<file path="src/rtl/ccfg_params.svh">
// constants of the configuration access unit
`ifndef CCFG_PARAMS_SVH
`define CCFG_PARAMS_SVH

`define CCFG_KEY_ENTER 8'h55
`define CCFG_KEY_EXIT 8'hAA

`define CCFG_STRAP_LOW_0 8'h2E
`define CCFG_STRAP_LOW_1 8'h4E
`define CCFG_STRAP_HIGH_0 8'h16
`define CCFG_STRAP_HIGH_1 8'h00
`define CCFG_STRAP_SETTLE 2'h2

`define CCFG_IDX_LDN 8'h07
`define CCFG_IDX_BASE_LOW 8'h26
`define CCFG_IDX_BASE_HIGH 8'h27
`define CCFG_IDX_ACTIVATE 8'h30
`define CCFG_IDX_BASE_ADDR_HIGH 8'h60
`define CCFG_IDX_BASE_ADDR_LOW 8'h61
`define CCFG_IDX_IRQ_PRIMARY 8'h70
`define CCFG_IDX_IRQ_SECONDARY 8'h72
`define CCFG_IDX_MODE 8'hF0
`define CCFG_IDX_IR_OPTIONS 8'hF1
`define CCFG_IDX_IR_TIMEOUT 8'hF2

`define CCFG_LD_SERIAL2 8'h05
`define CCFG_LD_KEYBOARD 8'h07
`define CCFG_LD_RUNTIME 8'h0A

`define CCFG_RST_IR_OPTIONS 8'h02
`define CCFG_RST_IR_TIMEOUT 8'h03
`define CCFG_RST_ZERO 8'h00

`define CCFG_SLOT_INDEX 5'h00
`define CCFG_SLOT_LDN 5'h01
`define CCFG_SLOT_BASE_LOW 5'h02
`define CCFG_SLOT_BASE_HIGH 5'h03
`define CCFG_SLOT_S2_ACT 5'h04
`define CCFG_SLOT_S2_BASE_HIGH 5'h05
`define CCFG_SLOT_S2_BASE_LOW 5'h06
`define CCFG_SLOT_S2_IRQ 5'h07
`define CCFG_SLOT_S2_MODE 5'h08
`define CCFG_SLOT_IR_OPTIONS 5'h09
`define CCFG_SLOT_IR_TIMEOUT 5'h0A
`define CCFG_SLOT_KB_ACT 5'h0B
`define CCFG_SLOT_KB_IRQ 5'h0C
`define CCFG_SLOT_MOUSE_IRQ 5'h0D
`define CCFG_SLOT_KB_GATE 5'h0E
`define CCFG_SLOT_RT_ACT 5'h0F
`define CCFG_SLOT_RT_BASE_HIGH 5'h10
`define CCFG_SLOT_RT_BASE_LOW 5'h11
`define CCFG_SLOT_COUNT 18
`define CCFG_SLOT_NONE 5'h12

`endif

</file>
<file path="src/rtl/ccfg_pkg.sv">
// types of the configuration access unit
package ccfg_pkg;

    typedef enum logic [1:0] {
        CCFG_RUN = 2'b01,
        CCFG_CONFIG = 2'b10
    } ccfg_state_e;

    typedef struct packed {
        ccfg_state_e st;
        logic rvalid;
    } ccfg_main_s;

    typedef struct packed {
        logic [1:0] sync1;
        logic [1:0] sync2;
        logic [1:0] settle;
        logic done;
        logic load;
        logic [15:0] value;
    } ccfg_strap_s;

endpackage

</file>
<file path="src/rtl/ccfg_access.sv">
// configuration port index/data access unit
// Operation
// RULE_01 - after bus or main power-on reset the unit is in run mode with every device disabled.
// RULE_02 - the index and data ports act only while the unit is in configuration state.
// RULE_03 - the low strap picks 0x2E when low and 0x4E when high for port address bits 7:0.
// RULE_04 - the high strap picks 0x16 when low and 0x00 when high for port address bits 15:8.
// RULE_05 - both straps are captured on reset release and form the power-up port base address.
// RULE_06 - the port base can later be moved by writing indices 0x26 and 0x27.
// RULE_07 - writing 0x55 to the config port enters configuration state.
// RULE_08 - writing 0xAA to the config port returns to run mode.
// RULE_09 - devices are configured through one index port and one data port only.
// RULE_10 - infrared options reset to 0x02 and timeout to 0x03, both kept on soft reset.
// RULE_11 - activate, base address and interrupt select clear on every reset including soft.
// RULE_12 - the keyboard device has a cpu reset and a20 gate select at 0xF0, kept on soft reset.
// RULE_13 - the data port sits one above the index port and reaches the last written index.
// RULE_14 - in run mode any config port write other than the entry key is ignored.
`timescale 1ns/1ns
`include "ccfg_params.svh"

module ccfg_access (
    input wire logic ref_clk,
    input wire logic rst,
    input wire logic standby_power_on_reset,
    input wire logic soft_reset,
    input wire logic base_low_strap,
    input wire logic base_high_strap,
    input wire logic [15:0] io_addr,
    input wire logic io_wr,
    input wire logic io_rd,
    input wire logic [7:0] io_wdata,
    output logic [7:0] io_rdata,
    output logic io_rdata_valid,
    output logic config_state,
    output logic [15:0] config_base_addr,
    output logic [2:0] device_active,
    output logic [7:0] keyboard_reset_gate_select
);

    localparam int N = `CCFG_SLOT_COUNT;

    function automatic logic [N-1:0][7:0] reset_table();
        logic [N-1:0][7:0] t;
        t = '0;
        t[`CCFG_SLOT_IR_OPTIONS] = `CCFG_RST_IR_OPTIONS;
        t[`CCFG_SLOT_IR_TIMEOUT] = `CCFG_RST_IR_TIMEOUT;
        return t;
    endfunction

    function automatic logic [N-1:0] keep_table();
        logic [N-1:0] k;
        k = '0;
        k[`CCFG_SLOT_INDEX] = 1'b1;
        k[`CCFG_SLOT_LDN] = 1'b1;
        k[`CCFG_SLOT_BASE_LOW] = 1'b1;
        k[`CCFG_SLOT_BASE_HIGH] = 1'b1;
        k[`CCFG_SLOT_S2_MODE] = 1'b1;
        k[`CCFG_SLOT_IR_OPTIONS] = 1'b1;
        k[`CCFG_SLOT_IR_TIMEOUT] = 1'b1;
        k[`CCFG_SLOT_KB_GATE] = 1'b1;
        return k;
    endfunction

    // maps device number and index onto a register slot
    function automatic logic [4:0] slot_of(input logic [7:0] ldn, input logic [7:0] idx);
        logic [4:0] r;
        r = `CCFG_SLOT_NONE;
        if (idx == `CCFG_IDX_LDN)
            r = `CCFG_SLOT_LDN;
        else if (idx == `CCFG_IDX_BASE_LOW)
            r = `CCFG_SLOT_BASE_LOW;
        else if (idx == `CCFG_IDX_BASE_HIGH)
            r = `CCFG_SLOT_BASE_HIGH;
        else if (ldn == `CCFG_LD_SERIAL2)
        begin
            if (idx == `CCFG_IDX_ACTIVATE)
                r = `CCFG_SLOT_S2_ACT;
            else if (idx == `CCFG_IDX_BASE_ADDR_HIGH)
                r = `CCFG_SLOT_S2_BASE_HIGH;
            else if (idx == `CCFG_IDX_BASE_ADDR_LOW)
                r = `CCFG_SLOT_S2_BASE_LOW;
            else if (idx == `CCFG_IDX_IRQ_PRIMARY)
                r = `CCFG_SLOT_S2_IRQ;
            else if (idx == `CCFG_IDX_MODE)
                r = `CCFG_SLOT_S2_MODE;
            else if (idx == `CCFG_IDX_IR_OPTIONS)
                r = `CCFG_SLOT_IR_OPTIONS;
            else if (idx == `CCFG_IDX_IR_TIMEOUT)
                r = `CCFG_SLOT_IR_TIMEOUT;
        end
        else if (ldn == `CCFG_LD_KEYBOARD)
        begin
            if (idx == `CCFG_IDX_ACTIVATE)
                r = `CCFG_SLOT_KB_ACT;
            else if (idx == `CCFG_IDX_IRQ_PRIMARY)
                r = `CCFG_SLOT_KB_IRQ;
            else if (idx == `CCFG_IDX_IRQ_SECONDARY)
                r = `CCFG_SLOT_MOUSE_IRQ;
            else if (idx == `CCFG_IDX_MODE)
                r = `CCFG_SLOT_KB_GATE; // RULE_12
        end
        else if (ldn == `CCFG_LD_RUNTIME)
        begin
            if (idx == `CCFG_IDX_ACTIVATE)
                r = `CCFG_SLOT_RT_ACT;
            else if (idx == `CCFG_IDX_BASE_ADDR_HIGH)
                r = `CCFG_SLOT_RT_BASE_HIGH;
            else if (idx == `CCFG_IDX_BASE_ADDR_LOW)
                r = `CCFG_SLOT_RT_BASE_LOW;
        end
        return r;
    endfunction

    ccfg_pkg::ccfg_main_s s_q;
    ccfg_pkg::ccfg_main_s s_d;

    logic strap_done;
    logic base_load;
    logic [15:0] base_value;
    logic [N-1:0][7:0] regs;
    logic [7:0] rd_data;
    logic [15:0] base_addr;
    logic [15:0] data_addr;
    logic hit_index;
    logic hit_data;
    logic [4:0] data_slot;
    logic wr_en;
    logic [4:0] wr_slot;
    logic [4:0] rd_slot;
    logic is_config;

    ccfg_strap u_strap (
        .ref_clk(ref_clk),
        .rst(rst),
        .standby_power_on_reset(standby_power_on_reset),
        .base_low_strap(base_low_strap),
        .base_high_strap(base_high_strap),
        .strap_done(strap_done),
        .base_load(base_load),
        .base_value(base_value)
    );

    ccfg_regfile #(
        .N(N),
        .RESET_VAL(reset_table()),
        .SOFT_KEEP(keep_table())
    ) u_regs (
        .ref_clk(ref_clk),
        .rst(rst),
        .standby_power_on_reset(standby_power_on_reset),
        .soft_reset(soft_reset),
        .wr_en(wr_en),
        .wr_slot(wr_slot),
        .wr_data(io_wdata),
        .base_load(base_load),
        .base_value(base_value),
        .rd_slot(rd_slot),
        .rd_data(rd_data),
        .regs(regs)
    );

    // port decode, base relocatable through two registers
    assign base_addr = {regs[`CCFG_SLOT_BASE_HIGH], regs[`CCFG_SLOT_BASE_LOW]}; // RULE_06
    assign data_addr = base_addr + 16'h0001; // RULE_13
    assign hit_index = strap_done && io_addr == base_addr; // RULE_09
    assign hit_data = strap_done && io_addr == data_addr; // RULE_09
    assign data_slot = slot_of(regs[`CCFG_SLOT_LDN], regs[`CCFG_SLOT_INDEX]); // RULE_13
    assign is_config = s_q.st == ccfg_pkg::CCFG_CONFIG;

    always_comb
    begin
        s_d = s_q;
        s_d.rvalid = 1'b0;
        wr_en = 1'b0;
        wr_slot = `CCFG_SLOT_NONE;
        rd_slot = `CCFG_SLOT_NONE;
        case (s_q.st)
            ccfg_pkg::CCFG_RUN:
            begin
                if (io_wr && hit_index && io_wdata == `CCFG_KEY_ENTER)
                    s_d.st = ccfg_pkg::CCFG_CONFIG; // RULE_07
                // other writes and all reads leave run mode untouched
            end
            ccfg_pkg::CCFG_CONFIG:
            begin
                if (io_wr && hit_index)
                begin
                    if (io_wdata == `CCFG_KEY_EXIT)
                        s_d.st = ccfg_pkg::CCFG_RUN; // RULE_08
                    else
                    begin
                        wr_en = 1'b1; // RULE_02
                        wr_slot = `CCFG_SLOT_INDEX;
                    end
                end
                else if (io_wr && hit_data && data_slot != `CCFG_SLOT_NONE)
                begin
                    wr_en = 1'b1; // RULE_13
                    wr_slot = data_slot;
                end
                else if (io_rd && hit_index)
                begin
                    rd_slot = `CCFG_SLOT_INDEX;
                    s_d.rvalid = 1'b1;
                end
                else if (io_rd && hit_data)
                begin
                    rd_slot = data_slot; // RULE_13
                    s_d.rvalid = 1'b1;
                end
            end
            default:
                s_d.st = ccfg_pkg::CCFG_RUN;
        endcase
        if (standby_power_on_reset)
        begin
            s_d.st = ccfg_pkg::CCFG_RUN; // RULE_01
            s_d.rvalid = 1'b0;
        end
    end

    always_ff @(posedge ref_clk or posedge rst)
    begin
        if (rst)
            s_q <= '{st: ccfg_pkg::CCFG_RUN, rvalid: 1'b0}; // RULE_01
        else
            s_q <= s_d;
    end

    assign io_rdata = rd_data;
    assign io_rdata_valid = s_q.rvalid;
    assign config_state = is_config;
    assign config_base_addr = base_addr;
    assign device_active = {regs[`CCFG_SLOT_RT_ACT][0], regs[`CCFG_SLOT_KB_ACT][0],
        regs[`CCFG_SLOT_S2_ACT][0]}; // RULE_01
    assign keyboard_reset_gate_select = regs[`CCFG_SLOT_KB_GATE]; // RULE_12
endmodule // ccfg_access

</file>
<file path="src/rtl/ccfg_regfile.sv">
// configuration register bank with per-reset defaults and registered read
`timescale 1ns/1ns
`include "ccfg_params.svh"

module ccfg_regfile #(
    parameter int N = `CCFG_SLOT_COUNT,
    parameter logic [N-1:0][7:0] RESET_VAL = '0,
    parameter logic [N-1:0] SOFT_KEEP = '0
) (
    input wire logic ref_clk,
    input wire logic rst,
    input wire logic standby_power_on_reset,
    input wire logic soft_reset,
    input wire logic wr_en,
    input wire logic [4:0] wr_slot,
    input wire logic [7:0] wr_data,
    input wire logic base_load,
    input wire logic [15:0] base_value,
    input wire logic [4:0] rd_slot,
    output logic [7:0] rd_data,
    output logic [N-1:0][7:0] regs
);

    if (N < 4 || N > 31)
        $error("ccfg_regfile: N out of range");

    typedef struct packed {
        logic [N-1:0][7:0] regs;
        logic [7:0] rdata;
    } ccfg_rf_s;

    ccfg_rf_s s_q;
    ccfg_rf_s s_d;
    logic [N-1:0][7:0] slot_d;

    for (genvar i = 0; i < N; i++)
    begin : g_slot
        always_comb
        begin
            if (standby_power_on_reset)
                slot_d[i] = RESET_VAL[i]; // RULE_10
            else if (soft_reset && !SOFT_KEEP[i])
                slot_d[i] = RESET_VAL[i]; // RULE_11
            else if (base_load && i == int'(`CCFG_SLOT_BASE_LOW))
                slot_d[i] = base_value[7:0];
            else if (base_load && i == int'(`CCFG_SLOT_BASE_HIGH))
                slot_d[i] = base_value[15:8];
            else if (wr_en && int'(wr_slot) == i)
                slot_d[i] = wr_data;
            else
                slot_d[i] = s_q.regs[i];
        end
    end

    always_comb
    begin
        s_d.regs = slot_d;
        s_d.rdata = (int'(rd_slot) < N) ? s_q.regs[rd_slot] : 8'h00;
    end

    always_ff @(posedge ref_clk or posedge rst)
    begin
        if (rst)
        begin
            s_q.regs <= RESET_VAL;
            s_q.rdata <= 8'h00;
        end
        else
            s_q <= s_d;
    end

    assign rd_data = s_q.rdata;
    assign regs = s_q.regs;
endmodule // ccfg_regfile

</file>
<file path="src/rtl/ccfg_strap.sv">
// strap synchroniser and power-up base address capture
`timescale 1ns/1ns
`include "ccfg_params.svh"

module ccfg_strap (
    input wire logic ref_clk,
    input wire logic rst,
    input wire logic standby_power_on_reset,
    input wire logic base_low_strap,
    input wire logic base_high_strap,
    output logic strap_done,
    output logic base_load,
    output logic [15:0] base_value
);

    ccfg_pkg::ccfg_strap_s s_q;
    ccfg_pkg::ccfg_strap_s s_d;

    always_comb
    begin
        s_d = s_q;
        s_d.sync1 = {base_high_strap, base_low_strap};
        s_d.sync2 = s_q.sync1;
        s_d.load = 1'b0;
        if (standby_power_on_reset)
        begin
            s_d.done = 1'b0;
            s_d.settle = 2'h0;
        end
        else if (!s_q.done)
        begin
            if (s_q.settle == `CCFG_STRAP_SETTLE)
            begin
                s_d.done = 1'b1; // RULE_05
                s_d.load = 1'b1;
                s_d.value[7:0] = s_q.sync2[0] ? `CCFG_STRAP_LOW_1 : `CCFG_STRAP_LOW_0; // RULE_03
                s_d.value[15:8] = s_q.sync2[1] ? `CCFG_STRAP_HIGH_1 : `CCFG_STRAP_HIGH_0; // RULE_04
            end
            else
            begin
                s_d.settle = s_q.settle + 2'h1;
            end
        end
    end

    always_ff @(posedge ref_clk or posedge rst)
    begin
        if (rst)
            s_q <= '0;
        else
            s_q <= s_d;
    end

    assign strap_done = s_q.done;
    assign base_load = s_q.load;
    assign base_value = s_q.value;
endmodule // ccfg_strap
</file>
<file path="config.mk">
export PLATFORM = sky130hd
export DESIGN_NAME = ccfg_access
export DESIGN_NICKNAME = d
export VERILOG_FILES = /design/src/rtl/ccfg_pkg.sv /design/src/rtl/ccfg_access.sv /design/src/rtl/ccfg_regfile.sv /design/src/rtl/ccfg_strap.sv
export VERILOG_INCLUDE_DIRS = /design/src /design/src/rtl
export SDC_FILE = /design/constraint.sdc
export NUM_CORES = 1
export LEC_CHECK = 0
export BUFFER_PORTS_ARGS = -buffer_cell sky130_fd_sc_hd__buf_4
export CORE_AREA = 4 4 204 146
export CTS_CLUSTER_DIAMETER = 30
export CTS_CLUSTER_SIZE = 16
export DETAILED_ROUTE_END_ITERATION = 8
export DIE_AREA = 0 0 208 150
export PLACE_DENSITY = 0.55
export SLEW_MARGIN = 30
export SYNTH_ARGS = -nofsm -noshare
export SYNTH_HDL_FRONTEND = slang
export SYNTH_SLANG_ARGS = --single-unit
</file>
<file path="constraint.sdc">
create_clock -name ref_clk -period 5.6 [get_ports ref_clk]
set_input_delay 1.12 -clock ref_clk [delete_from_list [all_inputs] [get_ports ref_clk]]
set_output_delay 1.12 -clock ref_clk [all_outputs]
set_load 0.02 [all_outputs]
</file>
==> results of run 1 <==
-- area by class of cell --
class / instances / area [um^2] / share of cell area
antenna: 2 / 5.00 / 0.000455
clock buffer: 18 / 429 / 0.0391
clock inverter: 14 / 221 / 0.0202
inverter: 15 / 60.1 / 0.00547
multi-input combinational: 733 / 4930 / 0.449
sequential: 167 / 4180 / 0.381
tap: 371 / 464 / 0.0422
timing repair buffer: 91 / 696 / 0.0633
-- critical path, stage by stage (launching register included) --
cell and delay (ns):
dfrtp_1 0.57, ha_1 0.27, and4_1 0.32, nand3_1 0.11, a211o_1 0.33, or4_4 0.54
or4_4 0.61, o21ai_1 0.34, and2_1 0.65, mux2i_1 0.19, mux2_2 0.29, a221o_1 0.29
-- final timing paths --
| path | cells past startpoint | startpoint | to |
|---|---|---|---|
| max in group asynchronous | 3 | rst | u_regs.regs[142]$_DFFE_PP0P_ |
| hold reg to reg | 0 | u_strap.s_d[21]$_DFF_PP0_ | u_strap.s_q[21]$_DFF_PP0_ |
| setup reg to reg | 11 | u_regs.regs[16]$_DFFE_PP0P_ | u_regs.rd_data[7]$_DFF_PP0_ |
| hold / removal | 0 | u_strap.s_d[21]$_DFF_PP0_ | u_strap.s_q[21]$_DFF_PP0_ |
| setup / recovery | 11 | u_regs.regs[16]$_DFFE_PP0P_ | u_regs.rd_data[7]$_DFF_PP0_ |
| min in group asynchronous | 2 | rst | u_regs.regs[45]$_DFFE_PP0P_ |
-- registers in the layout, indices dropped and copies added (netlist names) --
name,flops
s_q,2
u_regs.rd_data,8
u_regs.regs,144
u_strap.strap_done,1
u_strap.base_value,4
io_rdata_valid,1
u_strap.base_load,1
u_strap.s_q,4
u_strap.s_d,2
-- cell families (layout without fill, tap and decap cells) --
family / after synthesis / in the layout / synth area share
AOI/OAI and AO/OA: 153 / 153 / 0.110
xor gates and xnor gates: 28 / 28 / 0.0269
adders and majority gates: 3 / 3 / 0.00363
buffers and inverters: 115 / 138 / 0.0580
DFF: 167 / 167 / 0.433
muxes: 156 / 156 / 0.168
other: 0 / 2 / 0
and+or+nand+nor: 393 / 393 / 0.201
-- layer usage --
metal,share of wire,GRT usage
met5,0,0
met4,0.020,0.0597
met3,0.082,0.0490
met2,0.40,0.279
met1,0.50,0.327
-- power groups by stage --
| stage | clock network [W] | registers [W] | logic (W) |
|---|---|---|---|
| 6_report | 0.00133 | 0.00129 | 0.000254 |
| 5_1_grt | 0.00140 | 0.00129 | 0.000281 |
| 4_1_cts | 0.00135 | 0.00129 | 0.000257 |
| 3_5_place_dp | 0 | 0.00131 | 0.000256 |
| 3_3_place_gp | 0 | 0.00131 | 0.000254 |
| 2_1_floorplan | 0 | 0.00128 | 0.000188 |
-- cell usage in the layout, fill, tap and decap left out, types with 4 or more instances in the layout --
cell        Yosys  routed
a21oi_1        50      50
mux4_2          4       4
mux2i_1       144     144
nor3_1         15      15
nor4_1          5       5
a211oi_1       12      12
xnor2_1        16      16
or2_2           8       8
nor4bb_1        4       4
mux2_2          8       8
nor2b_1        11      11
nand2b_1        5       5
and4_1          8       8
dfrtp_1       163     163
and3_1         16      16
nand4_1        13      13
a21o_1          6       6
a221o_1         5       5
o21a_1          5       5
clkbuf_16       0      17
xor2_1         11      11
nor2_1        137     137
a211o_1         6       6
buf_4          31      90
nand3_1        36      36
nand2_1        97      97
o221ai_1        6       6
dfstp_2         4       4
o211ai_1        4       4
nor2_2          5       5
clkinvlp_4      0       4
a22o_1          7       7
and2_1          4       5
inv_1          15      14
o21ai_0        17      17
bufinv_16       0       5
-- metrics by stage --
step                      hold WS, ns  instance area (um^2)  total power (W)  worst slack, ns   util
after global placement          0.335                 10300          0.00156            0.811  0.373
final                           0.355                 11000          0.00287            0.981  0.397
after detailed placement        0.336                 10300          0.00156            0.768  0.373
after global routing            0.358                 11000          0.00297            0.840  0.397
after CTS                       0.355                 11000          0.00289             1.05  0.397
after floorplan                 0.331                  9660          0.00147             1.31      -
==> results_dict.tcl, run 1 <==
set metrics [dict create \
    cts.root.buffer_cell "clkbuf_16" \
    num_rows 51 \
    die_h_um 150 \
    pwr-share-seq 0.449 \
    crit_required_ns 5.93 \
    maxCapViolations 0 \
    synth.distinct_cells 75 \
    worst_slew_pin_slew_ns 0.868 \
    comb_power_share 0.089 \
    path_clk_slew_ns 0.07 \
    core_um2 27700 \
    die_w_um 208 \
    drtIter0Drc 756 \
    netlist_area_um2 9660 \
    fin_crit_sh 0.825 \
    area_growth_pct 13.8 \
    initial_core_util 0.349 \
    yosys_warnings 0 \
    routedWlPerCell_um 22.9 \
    num_vias 7906 \
    grt_pass1_vias 7547 \
    setup_violations 0 \
    dieArea_um2 31200 \
    clock_path_buffers 2 \
    grt_usage 0.208 \
    overflow 0 \
    power.switching_w 0.000736 \
    port_buffers 68 \
    cp_data_arrival_time_ns 4.95 \
    slew_violations 0 \
    clk_latency_ns 0.45 \
    p_int_w 0.00213 \
    cts_tree "yes" \
    status "finished clean" \
    synthTopCellsByArea "dfrtp_1, mux2i_1, nor2_1, nand2_1, a21oi_1" \
    numClockSinks 167 \
    antenna_found_initial 0 \
    grt_setup_unrepaired "no" \
    hp-class "register to register" \
    grt_max_degree 102 \
    route.detailed.drc 0 \
    leakagePower_nw 4.87 \
    htree_levels 4 \
    holdBufCountCts 0 \
    async_reset_ff_frac 1.00 \
    fin_nets 1059 \
    crit_type "register to register" \
    fmax_mhz 216 \
    dp_hpwl_mm 22.2 \
    slew_headroom 0.421 \
    ir_drop_v 0.000221 \
    drive_above_1_share 0.161 \
    synth-edff-count 0 \
    cts_resized 0 \
    synth_top_area_share 0.422 \
    crit_fanout 14 \
    synth_ff_type "dfrtp_1" \
    place.gp.congestion 0.932 \
    cp-end-kind "register" \
    ios 69 \
    syn_avg_cell_area_um2 9.51 \
    hold_viol 0 \
    cts_buffers 17 \
    p_per_area_nw_per_um2 261 \
    syn_inst 1015 \
    clock_power_share 0.462 \
    via_per_inst 5.60 \
    syn_nets 1049 \
    cp-start-kind "register" \
    dp_cells 1377 \
    synth_most_common_cell "dfrtp_1" \
    synth_commonest_cells "dfrtp_1, mux2i_1, nor2_1" \
    drt_pass1_iterations 5 \
    ys_seq_area_frac 0.433 \
    synth-seq-cells 167 \
    synth_area_leader_cell "dfrtp_1" \
    wl_mm 32.4 \
    postCtsSetupRepairBufs 0 \
    finClkSkew_ns 0.0164 \
    fillers 2773 \
    grt_pass1_wl_mm 49.4 \
    regToRegSetupSlack_ns 0.98 \
    instances_no_fill 1411 \
    final_antenna_net_count 0 \
    finalSetupTns_ns 0 \
    swShare 0.257 \
    period_needed_ns 4.62 \
]
No activity file was read; power rests on OpenSTA's default activity.
==> inputs of run 2 (changes only) <==
--- a/config.mk
+++ b/config.mk
@@ -6,12 +6,13 @@
 export SDC_FILE = /design/constraint.sdc
 export NUM_CORES = 1
 export LEC_CHECK = 0
+export ABC_AREA = 1
 export BUFFER_PORTS_ARGS = -buffer_cell sky130_fd_sc_hd__buf_4
-export CORE_AREA = 4 4 204 146
+export CORE_AREA = 4 4 209 150
 export CTS_CLUSTER_DIAMETER = 30
 export CTS_CLUSTER_SIZE = 16
 export DETAILED_ROUTE_END_ITERATION = 8
-export DIE_AREA = 0 0 208 150
+export DIE_AREA = 0 0 213 154
 export PLACE_DENSITY = 0.55
 export SLEW_MARGIN = 30
 export SYNTH_ARGS = -nofsm -noshare
==> constraint.sdc (replaced) <==
create_clock -name ref_clk -period 4 [get_ports ref_clk]
set_input_delay 0.8 -clock ref_clk [delete_from_list [all_inputs] [get_ports ref_clk]]
set_output_delay 0.8 -clock ref_clk [all_outputs]
set_load 0.02 [all_outputs]
==> results_dict.tcl, run 2 <==
set metrics [dict create \
    status "finished clean" \
    routedWlPerCell_um 19.9 \
    port_buffers 68 \
    final_cell_mix "nand2_1, nand3_1, dfrtp_1" \
    path_common_cell "nand3_1" \
    grt_usage 0.225 \
    p_int_w 0.00295 \
    synthTopCellsByArea "dfrtp_1, nand2_1, nand3_1, o21ai_1, inv_1" \
    worst_slew_pin_slew_ns 0.960 \
    post_dp_cell_area_um2 11000 \
    postCtsSetupRepairBufs 0 \
    regToRegSetupSlack_ns 0.24 \
    p_per_area_nw_per_um2 376 \
    holdBufCountCts 0 \
    post-place-ws_ns 0.252 \
    fin_nets 1484 \
    cp-end-kind "register" \
    synth_area_leader_cell "dfrtp_1" \
    path_delay_family "simple AND/OR/NAND/NOR gates" \
    synth.distinct_cells 45 \
    cts_resized 0 \
    pwr-share-seq 0.442 \
    fillers 3091 \
    ios 69 \
    synth_top_area_share 0.400 \
    cts_tree "yes" \
    drt_pass1_iterations 5 \
    hp-class "register to register" \
    synth-edff-count 0 \
    fin_crit_sh 0.939 \
    ff_latch_area_um2 4180 \
    path_clk_slew_ns 0.08 \
    syn_inst 1406 \
    clk_latency_ns 0.45 \
    slew_headroom 0.360 \
    htree_levels 4 \
    drtIter0Drc 1082 \
    grt_max_degree 168 \
    grt_pass1_vias 8767 \
    yosys_warnings 0 \
    clock_path_buffers 2 \
    cp_data_arrival_time_ns 4.13 \
    largest_reg_flops 144 \
    drive_above_1_share 0.163 \
    ir_drop_v 0.000229 \
    wl_mm 36.7 \
    syn_nets 1440 \
    hold_viol 0 \
    synth-seq-cells 167 \
    synth_commonest_cells "nand2_1, nand3_1, dfrtp_1" \
    period_needed_ns 3.76 \
    overflow 0 \
    cts.root.buffer_cell "clkbuf_16" \
    area_growth_pct 14.2 \
    critPathBufInv 1 \
    setup_violations 0 \
    place.gp.congestion 0.970 \
    crit_type "register to register" \
    numClockSinks 167 \
    via_per_inst 5.21 \
    slowest_delay_ns 0.64 \
    stdcell_area_um2 11600 \
    syn_avg_cell_area_um2 7.25 \
    comb_power_share 0.176 \
    grt_setup_unrepaired "no" \
    maxCapViolations 0 \
    multi_input_area_um2 5030 \
    largest-register "u_regs.regs" \
    diodes 0 \
    dieArea_um2 32800 \
    critPathSlowestCell "buf_4" \
    cp-start-kind "register" \
    synth_most_common_cell "nand2_1" \
    initial_core_util 0.345 \
    clock_power_share 0.382 \
    crit_path_cell_trace "nor2_1 > nand2_1 > nor2_1 > nand3_1 > nand2_1 > nand2_1 > nand3_1 > nand2_1 > nor2_4 > nor2_4 > nor2_4 > buf_4 > nand3_1 > nand3_1 > nand3_1 > nand3_1 > nand3_1 > nand2_1" \
    netlist_area_um2 10200 \
    cts_buffers 17 \
    finalSetupTns_ns 0 \
    num_rows 53 \
    power.switching_w 0.00142 \
    die_w_um 213 \
    fmax_mhz 266 \
    layout_commonest_cell "nand2_1" \
    worst_slack_ns 0.244 \
    crit_fanout 63 \
    num_vias 9617 \
    swShare 0.325 \
    slew_violations 0 \
    leakagePower_nw 5.47 \
    finClkSkew_ns 0.0104 \
    dp_hpwl_mm 27.7 \
    antenna_found_initial 0 \
    synth_ff_type "dfrtp_1" \
    grt_pass1_wl_mm 55.5 \
    final_antenna_net_count 0 \
    crit_required_ns 4.38 \
    route.detailed.drc 0 \
    core_um2 29500 \
    die_h_um 154 \
    async_reset_ff_frac 1.00 \
    ys_seq_area_frac 0.411 \
]
==> run 2: cell count changes after synthesis, sizes merged, moves of 12 or more <==
cell and delta:
nand2 +333, nor2 -32, and3 -15, inv +126, a21oi -33, xnor2 -15, nand3 +187, mux2i -144
o21ai +145, clkbuf -33, a211oi -12
==> run 2: cell type report <==
| type | count | share of cell area |
|---|---|---|
| Clock buffer | 17 | 0.0365 |
| Clock inverter | 14 | 0.0135 |
| Inverter | 142 | 0.0461 |
| Multi-Input combinational cell | 1023 | 0.432 |
| Sequential cell | 167 | 0.359 |
| Tap cell | 385 | 0.0414 |
| Timing Repair Buffer | 99 | 0.0709 |
==> run 2: routing by layer <==
layer	wire (um)	part of all wire	global-route usage	vias up
met4	153	0.0042	0.0258	0
met3	3650	0.099	0.0712	18
met1	19300	0.53	0.380	4587
met5	0	0	0	-
met2	13600	0.37	0.276	349
li1	-	-	-	4663
==> run 2: power by group through the flow <==
stage          sequential [W]  clock (W)  combinational [W]
6_report              0.00193    0.00167           0.000771
5_1_grt               0.00195    0.00178           0.000857
4_1_cts               0.00193    0.00171           0.000765
3_5_place_dp          0.00196          0           0.000762
3_3_place_gp          0.00196          0           0.000763
2_1_floorplan         0.00193          0           0.000528
==> run 2: metrics by stage <==
stage          std cells  power (W)   util  hold WS [ns]
2_1_floorplan       1406    0.00246      -         0.331
3_3_place_gp        1815    0.00272  0.374         0.335
3_5_place_dp        1815    0.00273  0.374         0.337
4_1_cts             1846    0.00440  0.394         0.354
5_1_grt             1847    0.00459  0.395         0.371
6_report            1847    0.00438  0.395         0.352
==> run 2: cells by family (layout without fill, tap and decap cells) <==
| kind of cell | count (synthesis) | after routing | share of synthesized area |
|---|---|---|---|
| simple gates | 814 | 814 | 0.361 |
| buf+inv | 216 | 272 | 0.0965 |
| compound gates | 191 | 191 | 0.113 |
| flops | 167 | 167 | 0.411 |
| xor+xnor | 8 | 8 | 0.00688 |
| mux | 8 | 8 | 0.00884 |
| fa+ha+maj | 2 | 2 | 0.00246 |
==> run 2: final timing paths <==
check | start | cells past startpoint | to
max | u_regs.regs[13]$_DFFE_PP0P_ | 18 | u_regs.rd_data[1]$_DFF_PP0_
min | u_strap.s_d[20]$_DFF_PP0_ | 0 | u_strap.s_q[20]$_DFF_PP0_
max reg2reg | u_regs.regs[13]$_DFFE_PP0P_ | 18 | u_regs.rd_data[1]$_DFF_PP0_
min reg2reg | u_strap.s_d[20]$_DFF_PP0_ | 0 | u_strap.s_q[20]$_DFF_PP0_
max in group asynchronous | rst | 4 | u_regs.regs[133]$_DFFE_PP0P_
min in group asynchronous | rst | 3 | u_regs.regs[103]$_DFFE_PP0P_
==> inputs of run 3 (changes only) <==
--- a/config.mk
+++ b/config.mk
@@ -6,13 +6,12 @@
 export SDC_FILE = /design/constraint.sdc
 export NUM_CORES = 1
 export LEC_CHECK = 0
-export ABC_AREA = 1
 export BUFFER_PORTS_ARGS = -buffer_cell sky130_fd_sc_hd__buf_4
-export CORE_AREA = 4 4 209 150
+export CORE_AREA = 4 4 204 146
 export CTS_CLUSTER_DIAMETER = 30
 export CTS_CLUSTER_SIZE = 16
 export DETAILED_ROUTE_END_ITERATION = 8
-export DIE_AREA = 0 0 213 154
+export DIE_AREA = 0 0 208 150
 export PLACE_DENSITY = 0.55
 export SLEW_MARGIN = 30
 export SYNTH_ARGS = -nofsm -noshare
==> results_dict.tcl, run 3 (same netlist as run 1, synthesis figures left out) <==
set metrics [dict create \
    hold_viol 0 \
    finalSetupTns_ns 0 \
    initial_core_util 0.349 \
    grt_usage 0.212 \
    grt_pass1_wl_mm 50.5 \
    cts_buffers 17 \
    path_clk_slew_ns 0.07 \
    rr_worst_depth 13 \
    crit_type "register to register" \
    fillers 2748 \
    route.detailed.drc 0 \
    crit_path_cell_trace "buf_4 > nand3_1 > o21a_1 > or4b_1 > buf_4 > a221oi_1 > buf_4 > nand4bb_4 > buf_4 > mux2i_1 > mux2i_1 > mux2_2 > a221o_1" \
    maxCapViolations 0 \
    cts_tree "yes" \
    critPathSlowestCell "or4b_1" \
    fin_util 0.429 \
    crit_cells 13 \
    slowest_delay_ns 0.57 \
    multi_input_area_um2 4960 \
    grt_pass1_vias 7945 \
    drt_pass1_iterations 5 \
    comb_power_share 0.102 \
    finClkSkew_ns 0.0140 \
    port_buffers 68 \
    overflow 0 \
    p_per_area_nw_per_um2 337 \
    layout_commonest_cell "buf_4" \
    numClockSinks 167 \
    drive_above_1_share 0.237 \
    power.switching_w 0.00104 \
    place.gp.congestion 0.932 \
    worst_slew_pin_slew_ns 0.770 \
    dieArea_um2 31200 \
    regToRegSetupSlack_ns 0.07 \
    final_antenna_net_count 0 \
    drtIter0Drc 828 \
    setup_violations 0 \
    cp-start-kind "register" \
    ff_latch_area_um2 4190 \
    final_cell_mix "buf_4, dfrtp_1, mux2i_1" \
    cp_data_arrival_time_ns 4.26 \
    clk_latency_ns 0.44 \
    crit_end "u_regs.rd_data[5]$_DFF_PP0_" \
    hp-class "register to register" \
    swShare 0.260 \
    p_int_w 0.00296 \
    crit_fanout 17 \
    status "finished clean" \
    fin_crit_sh 0.983 \
    crit_required_ns 4.33 \
    die_w_um 208 \
    cp-end-kind "register" \
    num_vias 8142 \
    wl_mm 32.9 \
    antenna_found_initial 0 \
    largest-register "u_regs.regs" \
    reg2reg_to "u_regs.rd_data[5]$_DFF_PP0_" \
    path_delay_family "simple AND/OR/NAND/NOR gates" \
    area_growth_pct 23.0 \
    slew_violations 0 \
    routedWlPerCell_um 21.9 \
    num_rows 51 \
    crit_start "u_regs.regs[16]$_DFFE_PP0P_" \
    core_um2 27700 \
    grt_max_degree 116 \
    largest_reg_flops 144 \
    period_needed_ns 3.93 \
    leakagePower_nw 5.37 \
    ir_drop_v 0.000289 \
    grt_setup_unrepaired "yes" \
    fin_nets 1153 \
    critPathBufInv 4 \
    fmax_mhz 254 \
    cts.root.buffer_cell "clkbuf_16" \
    htree_levels 4 \
    clock_power_share 0.452 \
    via_per_inst 5.42 \
    reg2reg_from "u_regs.regs[16]$_DFFE_PP0P_" \
    holdBufCountCts 0 \
    die_h_um 150 \
    path_common_cell "buf_4" \
    dp_hpwl_mm 23.3 \
    clock_path_buffers 2 \
    ios 69 \
    slew_headroom 0.485 \
    diodes 0 \
    pwr-share-seq 0.445 \
]
[run 3: final cells by class]
class,count,share of cell area
clock inverters,13,0.0163
repair buffers,185,0.132
well taps,371,0.0391
inverters,15,0.00506
multi-input cells,733,0.418
clock buffers,19,0.0373
flip-flops and latches,167,0.352
[run 3: per-stage QoR]
stage	power [W]	cells	setup slack [ns]	hold slack [ns]	instance area [um^2]
2_1_floorplan	0.00206	1015	0.0332	0.331	9660
3_3_place_gp	0.00222	1468	-0.113	0.335	11200
3_5_place_dp	0.00222	1468	-0.116	0.335	11200
4_1_cts	0.00403	1500	0.0655	0.354	11800
5_1_grt	0.00414	1503	-0.00712	0.357	11900
6_report	0.00400	1503	0.0669	0.354	11900
[run 3: how the worst min path moves through the flow]
| stage | cells after the start | to | slack (ns) | from |
|---|---|---|---|---|
| finish | 0 | u_strap.s_q[21]$_DFF_PP0_ | 0.35 | u_strap.s_d[21]$_DFF_PP0_ |
| global route | 0 | u_strap.s_q[21]$_DFF_PP0_ | 0.36 | u_strap.s_d[21]$_DFF_PP0_ |
| CTS | 0 | u_strap.s_q[21]$_DFF_PP0_ | 0.35 | u_strap.s_d[21]$_DFF_PP0_ |
| detailed placement | 0 | u_strap.s_q[20]$_DFF_PP0_ | 0.33 | u_strap.s_d[20]$_DFF_PP0_ |
| global placement | 0 | u_strap.s_q[21]$_DFF_PP0_ | 0.33 | u_strap.s_d[21]$_DFF_PP0_ |
| floorplan | 0 | u_strap.s_q[20]$_DFF_PP0_ | 0.33 | u_strap.s_d[20]$_DFF_PP0_ |
[run 3: routing by layer]
metal / GRT usage / vias to the layer above / routed length (um)
li1: - / 3769 / -
met1: 0.329 / 4087 / 16500
met2: 0.294 / 260 / 13400
met3: 0.0480 / 26 / 2370
met4: 0.0535 / 0 / 567
met5: 0 / - / 0
[run 3: power groups by stage]
stage | Sequential, W | Clock, W | Combinational (W)
5_1_grt | 0.00179 | 0.00190 | 0.000446
6_report | 0.00178 | 0.00181 | 0.000410
2_1_floorplan | 0.00180 | 0 | 0.000263
4_1_cts | 0.00178 | 0.00184 | 0.000410
3_3_place_gp | 0.00181 | 0 | 0.000404
3_5_place_dp | 0.00181 | 0 | 0.000408
[run 3: repair_timing]
item                       in CTS  in global routing
setup buffers                   0                  3
setup endpoints to repair       0                110
gates resized for setup         0                  9
